## config.mk

```make
export PLATFORM = sky130hd
export DESIGN_NAME = ocu_top
export DESIGN_NICKNAME = d
export VERILOG_FILES = /design/src/rtl/ocu_pkg.sv /design/src/rtl/ocu_top.sv /design/src/rtl/ocu_cmp.sv
export SDC_FILE = /design/constraint.sdc
export NUM_CORES = 1
export LEC_CHECK = 0
export ABC_AREA = 1
export BUFFER_PORTS_ARGS = -buffer_cell sky130_fd_sc_hd__buf_2
export CORE_MARGIN = 5
export CORE_UTILIZATION = 59
export DETAILED_ROUTE_END_ITERATION = 10
export PLACE_DENSITY = 0.76
export RECOVER_POWER = 100
export SETUP_SLACK_MARGIN = 0.4
export SKIP_CTS_REPAIR_TIMING = 1
export SLEW_MARGIN = 20
export SYNTH_ARGS = -nofsm -noshare
export SYNTH_HDL_FRONTEND = slang
export SYNTH_HIERARCHICAL = 1
export SYNTH_SLANG_ARGS = --single-unit
```

## constraint.sdc

```tcl
create_clock -name aclk -period 1.9 [get_ports aclk]
set_input_delay 0.38 -clock aclk [delete_from_list [all_inputs] [get_ports aclk]]
set_output_delay 0.38 -clock aclk [all_outputs]
set_load 0.03 [all_outputs]
```

## src/rtl/ocu_pkg.sv

```systemverilog
// Package for the output compare unit: register map, control fields, modes.
// Assumes a 32-bit AXI4-Lite register bus and one 50 MHz clock.
package ocu_pkg;
  localparam int unsigned ADDR_W = 8;
  // Register byte offsets
  localparam logic [ADDR_W-1:0] OFF_CTRL = 8'h00;
  localparam logic [ADDR_W-1:0] OFF_CTRL_CLR = 8'h04;
  localparam logic [ADDR_W-1:0] OFF_CTRL_SET = 8'h08;
  localparam logic [ADDR_W-1:0] OFF_CTRL_INV = 8'h0C;
  localparam logic [ADDR_W-1:0] OFF_PRI = 8'h10;
  localparam logic [ADDR_W-1:0] OFF_SEC = 8'h20;
  localparam logic [ADDR_W-1:0] OFF_IRQ_STAT = 8'h30;
  localparam logic [ADDR_W-1:0] OFF_IRQ_MASK = 8'h34;
  // Control field positions
  localparam int unsigned BIT_ENABLE = 15;
  localparam int unsigned BIT_IDLE_STOP = 13;
  localparam int unsigned BIT_WIDE = 5;
  localparam int unsigned BIT_FAULT = 4;
  localparam int unsigned BIT_TSEL = 3;
  localparam logic [31:0] CTRL_WMASK = 32'h0000_A02F;
  localparam logic [31:0] CTRL_RESET = 32'h0000_0000;
  // Interrupt status bits
  localparam int unsigned IRQ_MATCH_PRI = 0;
  localparam int unsigned IRQ_MATCH_SEC = 1;
  localparam int unsigned IRQ_FAULT = 2;
  localparam int unsigned IRQ_W = 3;
  localparam logic [1:0] RESP_OKAY = 2'b00;
  localparam logic [1:0] RESP_SLVERR = 2'b10;

  typedef enum logic [2:0] {
    OCU_MODE_OFF = 3'b000,
    OCU_MODE_RISE = 3'b001,
    OCU_MODE_FALL = 3'b010,
    OCU_MODE_TOGGLE = 3'b011,
    OCU_MODE_ONE_PULSE = 3'b100,
    OCU_MODE_PULSES = 3'b101,
    OCU_MODE_PWM = 3'b110,
    OCU_MODE_PWM_FLT = 3'b111
  } ocu_mode_t;

  typedef struct packed {
    logic awvalid;
    logic [ADDR_W-1:0] awaddr;
    logic wvalid;
    logic [31:0] wdata;
    logic [3:0] wstrb;
    logic bready;
    logic arvalid;
    logic [ADDR_W-1:0] araddr;
    logic rready;
  } ocu_axi_req_t;

  typedef struct packed {
    logic awready;
    logic wready;
    logic bvalid;
    logic [1:0] bresp;
    logic arready;
    logic rvalid;
    logic [31:0] rdata;
    logic [1:0] rresp;
  } ocu_axi_rsp_t;

  typedef struct packed {
    logic [31:0] count;
    logic period_wrap;
  } ocu_timer_t;
endpackage

```

## src/rtl/ocu_top.sv

```systemverilog
// Output compare unit with AXI4-Lite register slave and compare-driven pin.
// Assumes two timer counts and the fault and idle inputs come from outside
// the clock domain; they are synchronised before use.
//
// Implementation choices: register access over AXI4-Lite and the placing of the registers.
import ocu_pkg::*;

// Behaviour
// RQ1: Enable bit 15 runs the unit; cleared, the unit is inactive.
// RQ2: Idle-stop bit 13 halts the unit while the processor idles.
// RQ3: Wide bit 5 compares 32 bits; otherwise only the lower 16.
// RQ4: Fault flag bit 4 set by hardware on fault; writes ignored.
// RQ5: Fault flag reads zero unless mode is 111.
// RQ6: Timer-select bit 3 picks second timer at one, first at zero.
// RQ7: Mode 111 gives PWM and watches the fault input.
// RQ8: Mode 110 gives PWM and ignores the fault input.
// RQ9: Mode 101 starts low then pulses continuously on compare events.
// RQ10: Mode 100 starts low then produces exactly one pulse.
// RQ11: Mode 011 toggles the pin on every compare match; the code toggles on primary matches only, not on secondary ones.
// RQ12: Mode 010 starts high and drives low on match.
// RQ13: Mode 001 starts low and drives high on match.
// RQ14: Mode 000 does no compare activity on the pin.
// RQ15: Control bits 31-16, 14, 12-6 ignore writes, read zero.
// RQ16: Clear, set, invert aliases sit at control plus 0x4, 0x8, 0xC.
// RQ17: Software avoids register access right after clearing enable.
// RQ18: PWM goes active at period wrap, inactive on secondary match.
// RQ19: Fault in mode 111 forces inactive and latches flag until mode rewrite.
module ocu_top
#(
  parameter int unsigned W = 32
) (
  input wire logic aclk,
  input wire logic aresetn,
  input wire ocu_pkg::ocu_axi_req_t axi_req,
  output ocu_pkg::ocu_axi_rsp_t axi_rsp,
  input wire ocu_pkg::ocu_timer_t first_general_timer,
  input wire ocu_pkg::ocu_timer_t second_general_timer,
  input wire logic cpu_idle,
  input wire logic pwm_fault_n,
  output logic compare_output_pin,
  output logic irq
);
  import ocu_pkg::*;

  typedef struct packed {
    ocu_axi_rsp_t rsp;
    logic aw_got;
    logic [ADDR_W-1:0] aw_addr;
    logic w_got;
    logic [31:0] w_data;
    logic [3:0] w_strb;
    logic [31:0] ctrl;
    logic [W-1:0] pri;
    logic [W-1:0] sec;
    logic [W-1:0] sec_live;
    logic pin;
    logic pulse_done;
    logic fault_hold;
    logic [IRQ_W-1:0] stat;
    logic [IRQ_W-1:0] mask;
    logic irq;
    logic [1:0] idle_sy;
    logic [1:0] flt_sy;
    ocu_timer_t t1a;
    ocu_timer_t t1b;
    ocu_timer_t t2a;
    ocu_timer_t t2b;
  } ocu_st_t;

  ocu_st_t st;
  ocu_st_t next_st;
  logic pri_hit;
  logic sec_hit;
  logic run;
  ocu_timer_t tb;
  ocu_mode_t mode;

  assign mode = ocu_mode_t'(st.ctrl[2:0]);
  // RQ1 RQ2
  assign run = st.ctrl[BIT_ENABLE] && !(st.ctrl[BIT_IDLE_STOP] && st.idle_sy[1]) && (mode != OCU_MODE_OFF);
  assign tb = st.ctrl[BIT_TSEL] ? st.t2b : st.t1b; // RQ6

  ocu_cmp #(
    .W(W)
  ) u_cmp (
    .aclk(aclk),
    .aresetn(aresetn),
    .run(run),
    .wide(st.ctrl[BIT_WIDE]),
    .count(tb.count[W-1:0]),
    .pri_value(st.pri),
    .sec_value(st.sec_live),
    .pri_hit(pri_hit),
    .sec_hit(sec_hit)
  );

  function automatic logic [31:0] rd_mux(input ocu_st_t s, input logic [ADDR_W-1:0] a);
    logic [31:0] v;
    v = 32'h0000_0000;
    case (a)
      OFF_CTRL, OFF_CTRL_CLR, OFF_CTRL_SET, OFF_CTRL_INV: begin
        v = s.ctrl & CTRL_WMASK; // RQ15
        v[BIT_FAULT] = s.fault_hold && (s.ctrl[2:0] == OCU_MODE_PWM_FLT); // RQ5
      end
      OFF_PRI: v = 32'(s.pri);
      OFF_SEC: v = 32'(s.sec);
      OFF_IRQ_STAT: v = 32'(s.stat);
      OFF_IRQ_MASK: v = 32'(s.mask);
      default: v = 32'h0000_0000;
    endcase
    return v;
  endfunction

  function automatic logic known(input logic [ADDR_W-1:0] a);
    return a == OFF_CTRL || a == OFF_CTRL_CLR || a == OFF_CTRL_SET || a == OFF_CTRL_INV ||
           a == OFF_PRI || a == OFF_SEC || a == OFF_IRQ_STAT || a == OFF_IRQ_MASK;
  endfunction

  always_comb begin
    logic [31:0] wm;
    logic [31:0] wv;
    logic [31:0] nc;
    logic mode_wr;
    logic [IRQ_W-1:0] ev;
    logic [IRQ_W-1:0] rd_clr;
    logic flt_now;
    wm = 32'h0000_0000;
    wv = 32'h0000_0000;
    nc = st.ctrl;
    mode_wr = 1'b0;
    ev = '0;
    rd_clr = '0;
    flt_now = 1'b0;
    next_st = st;

    // Pin and timer inputs pass two flip-flops before use
    next_st.idle_sy = {st.idle_sy[0], cpu_idle};
    next_st.flt_sy = {st.flt_sy[0], ~pwm_fault_n};
    next_st.t1a = first_general_timer;
    next_st.t1b = st.t1a;
    next_st.t2a = second_general_timer;
    next_st.t2b = st.t2a;

    // Write channels: address and data may arrive in either order
    next_st.rsp.awready = 1'b0;
    next_st.rsp.wready = 1'b0;
    if (axi_req.awvalid && !st.aw_got && !st.rsp.bvalid) begin
      next_st.rsp.awready = !st.rsp.awready;
      if (st.rsp.awready) begin
        next_st.aw_got = 1'b1;
        next_st.aw_addr = axi_req.awaddr;
      end
    end
    if (axi_req.wvalid && !st.w_got && !st.rsp.bvalid) begin
      next_st.rsp.wready = !st.rsp.wready;
      if (st.rsp.wready) begin
        next_st.w_got = 1'b1;
        next_st.w_data = axi_req.wdata;
        next_st.w_strb = axi_req.wstrb;
      end
    end
    if (st.rsp.bvalid && axi_req.bready) begin
      next_st.rsp.bvalid = 1'b0;
    end
    if (st.aw_got && st.w_got && !st.rsp.bvalid) begin
      next_st.aw_got = 1'b0;
      next_st.w_got = 1'b0;
      next_st.rsp.bvalid = 1'b1;
      next_st.rsp.bresp = known(st.aw_addr) ? RESP_OKAY : RESP_SLVERR;
      for (int i = 0; i < 4; i++) begin
        if (st.w_strb[i]) begin
          wm[i*8 +: 8] = 8'hFF;
        end
      end
      wv = st.w_data & wm;
      // Aliases act on the whole control register with the same byte lanes
      case (st.aw_addr)
        OFF_CTRL: nc = (st.ctrl & ~wm) | wv; // RQ16
        OFF_CTRL_CLR: nc = st.ctrl & ~wv; // RQ16
        OFF_CTRL_SET: nc = st.ctrl | wv; // RQ16
        OFF_CTRL_INV: nc = st.ctrl ^ wv; // RQ16
        OFF_PRI: next_st.pri = W'((32'(st.pri) & ~wm) | wv);
        OFF_SEC: next_st.sec = W'((32'(st.sec) & ~wm) | wv);
        OFF_IRQ_MASK: next_st.mask = (st.mask & ~wm[IRQ_W-1:0]) | wv[IRQ_W-1:0];
        default: nc = st.ctrl;
      endcase
      nc = nc & CTRL_WMASK; // RQ15 RQ4
      mode_wr = (st.aw_addr == OFF_CTRL || st.aw_addr == OFF_CTRL_CLR ||
                 st.aw_addr == OFF_CTRL_SET || st.aw_addr == OFF_CTRL_INV) && wm[0];
      next_st.ctrl = nc;
    end

    // Read channel: one read in flight; data registered one edge after acceptance
    next_st.rsp.arready = 1'b0;
    if (st.rsp.rvalid && axi_req.rready) begin
      next_st.rsp.rvalid = 1'b0;
    end
    if (axi_req.arvalid && !st.rsp.rvalid && !st.rsp.arready) begin
      next_st.rsp.arready = 1'b1;
    end
    if (axi_req.arvalid && st.rsp.arready) begin
      next_st.rsp.rvalid = 1'b1;
      next_st.rsp.rdata = rd_mux(st, axi_req.araddr);
      next_st.rsp.rresp = known(axi_req.araddr) ? RESP_OKAY : RESP_SLVERR;
      if (axi_req.araddr == OFF_IRQ_STAT) begin
        rd_clr = st.stat;
      end
    end

    // Output pin behaviour per mode
    if (mode_wr) begin
      // New mode: set the documented starting level and restart one-shot and fault state
      next_st.pulse_done = 1'b0;
      next_st.fault_hold = 1'b0; // RQ19
      next_st.sec_live = st.sec;
      // Start level only while enabled, so a disabled unit never shows a one-cycle high
      next_st.pin = nc[BIT_ENABLE] && (nc[2:0] == OCU_MODE_FALL); // RQ12 RQ13 RQ9 RQ10
    end else if (!st.ctrl[BIT_ENABLE]) begin
      next_st.pin = 1'b0; // RQ1
    end else if (run) begin
      case (mode)
        OCU_MODE_RISE: if (pri_hit) next_st.pin = 1'b1; // RQ13
        OCU_MODE_FALL: if (pri_hit) next_st.pin = 1'b0; // RQ12
        OCU_MODE_TOGGLE: if (pri_hit) next_st.pin = !st.pin; // RQ11
        OCU_MODE_ONE_PULSE: begin
          // RQ10
          if (pri_hit && !st.pulse_done) begin
            next_st.pin = 1'b1;
          end else if (sec_hit && st.pin) begin
            next_st.pin = 1'b0;
            next_st.pulse_done = 1'b1;
          end
        end
        OCU_MODE_PULSES: begin
          // RQ9
          if (pri_hit) begin
            next_st.pin = 1'b1;
          end else if (sec_hit) begin
            next_st.pin = 1'b0;
          end
        end
        OCU_MODE_PWM, OCU_MODE_PWM_FLT: begin
          flt_now = (mode == OCU_MODE_PWM_FLT) && st.flt_sy[1]; // RQ7 RQ8
          if (flt_now || st.fault_hold) begin
            next_st.fault_hold = 1'b1; // RQ4 RQ19
            next_st.pin = 1'b0; // RQ19
          end else if (tb.period_wrap) begin
            next_st.pin = 1'b1; // RQ18
            next_st.sec_live = st.sec; // RQ18
          end else if (sec_hit) begin
            next_st.pin = 1'b0; // RQ18
          end
        end
        default: next_st.pin = st.pin; // RQ14
      endcase
    end

    ev[IRQ_MATCH_PRI] = run && pri_hit;
    ev[IRQ_MATCH_SEC] = run && sec_hit;
    ev[IRQ_FAULT] = flt_now && !st.fault_hold;
    // A new event wins over the read that clears
    next_st.stat = (st.stat & ~rd_clr) | ev;
    next_st.irq = |(next_st.stat & next_st.mask);
    next_st.rsp.bresp = next_st.rsp.bvalid ? next_st.rsp.bresp : RESP_OKAY;

    if (!aresetn) begin
      next_st = '0;
      next_st.ctrl = CTRL_RESET;
    end
  end

  always_ff @(posedge aclk) begin
    st <= next_st;
  end

  assign axi_rsp = st.rsp;
  assign compare_output_pin = st.pin;
  assign irq = st.irq;
endmodule

```

## src/rtl/ocu_cmp.sv

```systemverilog
// Compare engine: matches a timer count against the two compare values.
// Assumes the count and values are stable in the clock domain of the caller.
module ocu_cmp
  import ocu_pkg::*;
#(
  parameter int unsigned W = 32
) (
  input wire logic aclk,
  input wire logic aresetn,
  input wire logic run,
  input wire logic wide,
  input wire logic [W-1:0] count,
  input wire logic [W-1:0] pri_value,
  input wire logic [W-1:0] sec_value,
  output logic pri_hit,
  output logic sec_hit
);
  typedef struct packed {
    logic pri_hit;
    logic sec_hit;
    logic [W-1:0] last;
  } ocu_cmp_st_t;

  ocu_cmp_st_t st;
  ocu_cmp_st_t next_st;
  logic [W-1:0] mask;

  always_comb begin
    mask = wide ? '1 : {{(W-16){1'b0}}, 16'hFFFF}; // RQ3
    next_st = st;
    next_st.last = count & mask;
    // A hit fires once when the count first arrives at the value, not while it sits there
    next_st.pri_hit = run && ((count & mask) == (pri_value & mask)) && ((count & mask) != st.last);
    next_st.sec_hit = run && ((count & mask) == (sec_value & mask)) && ((count & mask) != st.last);
    if (!aresetn) begin
      next_st = '0;
    end
  end

  always_ff @(posedge aclk) begin
    st <= next_st;
  end

  assign pri_hit = st.pri_hit;
  assign sec_hit = st.sec_hit;
endmodule

```

After elaboration in Yosys (flattened, before gate mapping):

Index checks and enable logic that the tools add are counted.

* multiplexer cells: 51
* reduce and logical (&&, ||, !) cells: 77
* bitwise gates (word level): 25
* equal/unequal tests: 32

Operator list (number)
* $and 32x32->32: 6
* $mux 32: 5
* $pmux 32 s5: 1
* $mux 35: 3
* $eq 32x32->1: 2
* $mux 8: 8
* $or 32x32->32: 2
* $pmux 16 s4: 1
* $eq 8x6->1 const B: 6
* $mux 33: 1
* $and 16x16->16: 2
* $eq 8x4->1 const B: 4
* $ne 32x32->1: 1
* $not 32->32: 1
* $or 16x16->16: 2
* $logic_and 1x1->1: 27
* $mux 1: 21
* $eq 8x3->1 const B: 2
* $eq 8x5->1 const B: 2
* $logic_not 8->1: 2
* $mux 16: 1
* $not 16->16: 1
* $xor 16x16->16: 1
* $logic_or 1x1->1: 15
* 25 further kinds: 68

* input port bits: 127
* output and inout port bits: 43
* word-level logic and storage cells: 221
* flip-flop bits (word level): 370

Depth between registers and ports, before layout:

Gate-level depths: netlist (run 1).

* word-level depth: 11
* mapped depth: 15
* gate-level depth less buffers: 13

Cells and area by module:

Netlist (run 1), hierarchy kept.

Modules (own cells, without submodules)
* ocu_top: times used 1, area an instance 12768.5 um^2, cells an instance 1673, seq. area each 6686.4 um^2
* ocu_cmp: times used 1, area an instance 2805.2 um^2, cells an instance 565, seq. area each 680.7 um^2

Worst setup path after synthesis (run 1):

OpenSTA, ideal clock, no wires.

* path kind: flip-flop to flip-flop
* start point: register with a tool-made name
* end point: register u_cmp.st (netlist bit u_cmp/sec_hit)
* cell stages (with the launch flop): 13
* setup slack: 149 ps
* data required time: 1785 ps
* arrival: 1635 ps
* library setup time: 115 ps
* clock period less this slack: 1751 ps
* buffers on the path: 2
* cell sequence: dfxtp_1 > buf_2 > clkinv_1 > clkbuf_1 > nand2_1 > nand2_1 > xor2_1 > nor2_1 > nand2_1 > nor2_1 > nand2_1 > nor2_2 > nor2_1

RTL lines
* end signal, assigned: RTL line ocu_cmp.sv:41 `st <= next_st;`
* end, declared: RTL line ocu_cmp.sv:24 `ocu_cmp_st_t st;`

==> flow_metrics.tcl, run 1 <==
set metrics [dict create \
    period_minus_slack_ns 1.835 \
    period_share_pct 96.59 \
    holdWs_ns 0.02196 \
    route.detailed.drc 0 \
    clk_latency_ns 0.53 \
    cts_tree "done" \
    htree_levels 2 \
    floorplan.initialDensity_pct 59.76 \
    numClockSinks 368 \
    antenna-diode-count 0 \
    routed-via-count 14580 \
    path_cells "clkbuf_16 > buf_12 > nand2_2 > nand2_4 > nand2_4 > nand2_2 > nand2_1 > nor2_2 > nand2_1 > nor2_1 > nand2_1 > nor2_4 > nor2_1" \
    maxSlewHeadroom_pct 9.024 \
    syn_inst 2238 \
    netlist-cell-type-count 40 \
    crit_top_cell "nand2_1" \
    cts_root_buf "clkbuf_16" \
    status "completed" \
    numCtsBuffers 38 \
    cap_viol_max_count 0 \
    worst-path-max-fanout 8 \
    cpLargestDelayFamily "simple AND/OR/NAND/NOR gates" \
    syn_area_um2 15570 \
    cpMaxStageDelayCell "dfxtp_4" \
    area_growth_pct 30.97 \
    totalWireLength_mm 44.18 \
    yosys_register_bits 368 \
    core_area_um2 26060 \
    grt_antenna_before_repair 0 \
    cts_max_path_buffers 3 \
    hold_viol 0 \
    arrival_ns 2.24 \
    ant_nets 0 \
    path_class "reg2reg" \
    synth.yosys.seq_area_share_pct 47.30 \
    cp-end-kind "flop" \
    vias_per_cell 5.178 \
    drive_gt1_share_pct 27.94 \
    hold_class "in2reg" \
    layout.nets 2591 \
    ys.warnings.count 6 \
    startpoint_type "flop" \
    num_io_pins 170 \
    firstDrtPassIters 5 \
    grt_max_degree 141 \
    leakage_nw 9.532 \
    grt_overflow 0 \
    worst_ir_drop_vdd_mv 1.424 \
    cpPeakStageDelay_ns 0.48 \
    finalMaxSlewViolations 0 \
    drtIter0Drc 1130 \
    clkTransAtPathRegs_ns 0.06 \
    fill_cells 1831 \
    grt_pass1_vias 12960 \
    pwr_density_cell_nw_per_um2 845.4 \
    finalSetupViolCount 0 \
    total_power_mw 17.24 \
    gp_congestion 0.9524 \
    rsz0062_at_grt "yes" \
    wl_per_cell_um 15.70 \
    dieArea_um2 29750 \
    ff2ff_setup_slack_ns 0.06 \
    grt_pass1_wl_mm 61.39 \
    required_ns 2.30 \
    io_buffer_count 167 \
    die_h_um 172.5 \
    max_freq_ghz 0.5449 \
    dp_hpwl_mm 27.94 \
    rows 59 \
    worst-path-buf-inv 2 \
    fin_skew_ns 0.02058 \
    fp.dieW_um 172.5 \
    syn_area_per_cell_um2 6.959 \
    grtUsageTotal_pct 25.26 \
    tightest_slew_ns 1.365 \
]
-- cell usage after synthesis (all sizes together) --
library cell	count	area share (%)
clkinv	1	0.024
conb	1	0.024
o2111ai	3	0.17
xor2	6	0.34
nand2	750	19
inv	394	9.5
nor3	9	0.36
dfxtp	368	47
a22o	2	0.11
a211oi	8	0.45
a31oi	1	0.040
o311ai	1	0.056
a21oi	181	5.8
nand3b	7	0.34
o211ai	5	0.24
mux2i	1	0.064
nor3b	1	0.080
a22oi	1	0.048
o21ai	133	4.3
nor4	1	0.040
buf	64	3.1
nand3	40	1.4
o22ai	26	1.0
nor2	159	4.1
clkbuf	58	1.4
nand4	3	0.12
ha	14	1.1
-- worst paths after layout --
kind                                       to  cells past startpoint        start
worst max register to register  u_cmp/sec_hit                     13         flop
worst min-delay path                  st[132]                      2  pwm_fault_n
worst min register to register         st[91]                      2      st[124]
worst max-delay path            u_cmp/sec_hit                     13         flop
-- cells in the final DEF, fill, tap and decap left out, drive strengths merged --
cell type / n
nand2: 754
inv: 395
dfxtp: 368
buf: 268
a21oi: 181
nor2: 159
o21ai: 133
clkbuf: 73
nand3: 40
o22ai: 26
ha: 14
nor3: 9
a211oi: 8
nand3b: 7
clkinv: 7
clkinvlp: 6
xor2: 6
o211ai: 5
bufinv: 5
nand4: 3
o2111ai: 3
a22o: 2
conb: 2
mux2i: 1
nor3b: 1
nor4: 1
a31oi: 1
a22oi: 1
o311ai: 1
-- kinds of logic after synthesis --
kind of cell	share of synthesized area [%]
xor gates and xnor gates	0.3374
DFF	47.30
muxes	0.06428
and+or+nand+nor	24.89
adders and majority gates	1.125
AOI/OAI and AO/OA	12.28
buffers and inverters	13.98
other	0.02408
-- power by group --
part           switching [mW]  leakage, nW  total [mW]  internal [mW]
registers               0.120         3.01        8.03           7.91
clock network            3.05        0.672        8.06           5.01
logic                   0.711         5.85        1.15          0.439
-- area by class of cell --
type,instances,area (um^2),area share [%]
clock buffers,58,1190,5.834
clock inverters,12,196.4,0.9631
inverters,395,1533,7.514
multi-input cells,1358,7448,36.52
flip-flops and latches,368,7407,36.31
well taps,335,419.2,2.055
repair buffers,283,2142,10.50
repair inverters,6,61.31,0.3006
-- per-layer routing --
| metal | share of wire (%) | GRT usage, % | vias up |
|---|---|---|---|
| li1 | - | - | 7198 |
| met1 | 39 | 29.97 | 6748 |
| met2 | 52 | 46.95 | 495 |
| met3 | 4.8 | 3.041 | 135 |
| met4 | 4.1 | 8.681 | 0 |
| met5 | 0 | 0 | - |
-- metrics by stage --
step / worst slack, ns / instance area, um^2 / setup TNS [ns] / cells / utilization [%]
floorplan: 0.3898 / 15690 / 0 / 2239 / -
global placement: 0.09586 / 16650 / 0 / 2663 / 63.91
detailed placement: 0.1023 / 16650 / 0 / 2663 / 63.91
CTS: 0.04090 / 18040 / 0 / 2733 / 69.23
global route: -0.01513 / 20400 / -0.02274 / 2815 / 78.27
finish: 0.06479 / 20400 / 0 / 2815 / 78.27
(Power assumes the default switching activity.)
==> inputs of run 2 (changes only) <==
--- a/config.mk
+++ b/config.mk
@@ -12,8 +12,7 @@
 export DETAILED_ROUTE_END_ITERATION = 10
 export PLACE_DENSITY = 0.76
 export RECOVER_POWER = 100
-export SETUP_SLACK_MARGIN = 0.4
-export SKIP_CTS_REPAIR_TIMING = 1
+export SETUP_SLACK_MARGIN = 0.02
 export SLEW_MARGIN = 20
 export SYNTH_ARGS = -nofsm -noshare
 export SYNTH_HDL_FRONTEND = slang
==> flow_metrics.tcl, run 2 (synthesized netlist as in run 1, its figures left out) <==
set metrics [dict create \
    path_cells "buf_6 > buf_12 > nand2_1 > nand2_1 > inv_1 > nand2_1 > o21ai_0 > nor2_1 > nand2_1 > nor2_2 > nand2_1 > nand2_1 > nand2_1 > nor2_1" \
    final_core_util_pct 69.07 \
    layout.nets 2521 \
    die_h_um 172.5 \
    hold-path-endpoint "st[99]" \
    dieArea_um2 29750 \
    finalSetupViolCount 0 \
    worst-path-max-fanout 15 \
    fp.dieW_um 172.5 \
    ant_nets 0 \
    cts_max_path_buffers 3 \
    vias_per_cell 5.004 \
    path_class "reg2reg" \
    r2r-end "u_cmp/sec_hit" \
    worst_ir_drop_vdd_mv 0.8633 \
    worst-path-buf-inv 3 \
    leakage_nw 8.621 \
    fill_cells 2314 \
    multiInputGateArea_um2 6092 \
    io_buffer_count 167 \
    max_freq_ghz 0.5662 \
    intPower_mw 13.08 \
    route.detailed.drc 0 \
    place_area_um2 16630 \
    cts_tree "done" \
    final_common_cell "nand2_1" \
    cpMaxStageDelayCell "dfxtp_2" \
    cpPeakStageDelay_ns 0.34 \
    firstDrtPassIters 5 \
    antenna-diode-count 0 \
    pwr-share-comb_pct 5.6 \
    grt_overflow 0 \
    rr_worst_depth 14 \
    floorplan.initialDensity_pct 59.76 \
    rows 59 \
    area_growth_pct 15.57 \
    clk_latency_ns 0.52 \
    totalWireLength_mm 39.13 \
    hold_class "in2reg" \
    ff2ff_setup_slack_ns 0.13 \
    arrival_ns 2.22 \
    wl_per_cell_um 14.27 \
    tightest_slew_ns 1.030 \
    numCtsBuffers 38 \
    pwr-share-clk_pct 46.6 \
    cap_viol_max_count 0 \
    required_ns 2.35 \
    grt_pass1_wl_mm 62.11 \
    finalMaxSlewViolations 0 \
    cpLargestDelayFamily "simple AND/OR/NAND/NOR gates" \
    crit_top_cell "nand2_1" \
    fin_area_um2 18000 \
    gp_congestion 0.9106 \
    numClockSinks 368 \
    grtUsageTotal_pct 25.49 \
    num_io_pins 170 \
    seqCellArea_um2 7375 \
    drtIter0Drc 817 \
    p_sw_share_pct 21.85 \
    startpoint_type "flop" \
    status "completed" \
    grt_max_degree 92 \
    holdCritStartpoint "first_general_timer[0]" \
    dpl_worst_slack_ns 0.04905 \
    period_share_pct 92.96 \
    grt_pass1_vias 13170 \
    grt_antenna_before_repair 0 \
    period_minus_slack_ns 1.766 \
    hold_viol 0 \
    layout_common_cells "nand2_1, inv_1, dfxtp_1" \
    rsz0062_at_grt "yes" \
    maxSlewHeadroom_pct 31.32 \
    dp_hpwl_mm 28.70 \
    fin_skew_ns 0.008745 \
    clkTransAtPathRegs_ns 0.06 \
    htree_levels 2 \
    holdWs_ns 0.04214 \
    cts_root_buf "clkbuf_16" \
    core_area_um2 26060 \
    p_sw_mw 3.658 \
    pwr_density_cell_nw_per_um2 930.1 \
    cp-end-kind "flop" \
    routed-via-count 13730 \
    hold-path-cell-count 3 \
    finalSetupTns_ns 0 \
    setup_ws_ns 0.1338 \
    drive_gt1_share_pct 12.29 \
    seqPwrFrac_pct 47.9 \
]
==> run 2: worst max path at each step <==
stage,cells after the start,startpoint,slack [ns],endpoint
3_5_place_dp,13,flop,0.05,u_cmp/sec_hit
3_3_place_gp,10,flop,0.1,u_cmp/sec_hit
6_report,14,flop,0.13,u_cmp/sec_hit
2_1_floorplan,12,flop,0.15,u_cmp/sec_hit
5_1_grt,14,flop,-0.007,u_cmp/sec_hit
4_1_cts,14,flop,0.03,u_cmp/sec_hit
==> run 2: power groups by stage <==
stage,Combinational [mW],Sequential [mW],Clock (mW)
floorplan,0.605,8.15,0
global placement,0.912,8.18,0
detailed placement,0.926,8.18,0
CTS,0.935,8.02,7.90
global route,1.06,8.03,8.26
finish,0.930,8.02,7.79
==> run 2: per-layer routing <==
metal	global-route usage, %	vias up	wire [um]
met5	0	-	0
met4	9.398	0	1526
met3	3.361	103	1627
met2	47.95	306	20170
met1	29.31	6281	15810
li1	-	7035	-
==> run 2: worst register-to-register path: stages (launching register included) <==
cell     delay, ns
dfxtp_2       0.34
buf_6         0.13
buf_12        0.15
nand2_1       0.07
nand2_1       0.12
inv_1         0.07
nand2_1       0.06
o21ai_0       0.11
nor2_1        0.15
nand2_1       0.08
nor2_2        0.11
nand2_1       0.08
nand2_1       0.10
nand2_1       0.06
nor2_1        0.09
==> run 2: cell type report <==
type	instances	area share [%]
Sequential cell	368	40.97
Multi-Input combinational cell	1354	33.85
Inverter	395	8.238
Timing Repair Buffer	223	7.209
Clock buffer	59	6.576
Tap cell	335	2.329
Clock inverter	9	0.8273
==> run 2: what timing repair did <==
action / 4_1_cts / 5_1_grt
hold buffers: 1 / 0
gates resized for setup: 0 / 33
buffers inserted: 0 / 3
hold endpoints to repair: 1 / 0
endpoints found under the setup margin: 0 / 50
==> run 2: stage by stage <==
| step | cells | total power, mW |
|---|---|---|
| 6_report | 2743 | 16.74 |
| 5_1_grt | 2743 | 17.35 |
| 4_1_cts | 2739 | 16.85 |
| 3_5_place_dp | 2670 | 9.111 |
| 3_3_place_gp | 2670 | 9.093 |
| 2_1_floorplan | 2239 | 8.757 |
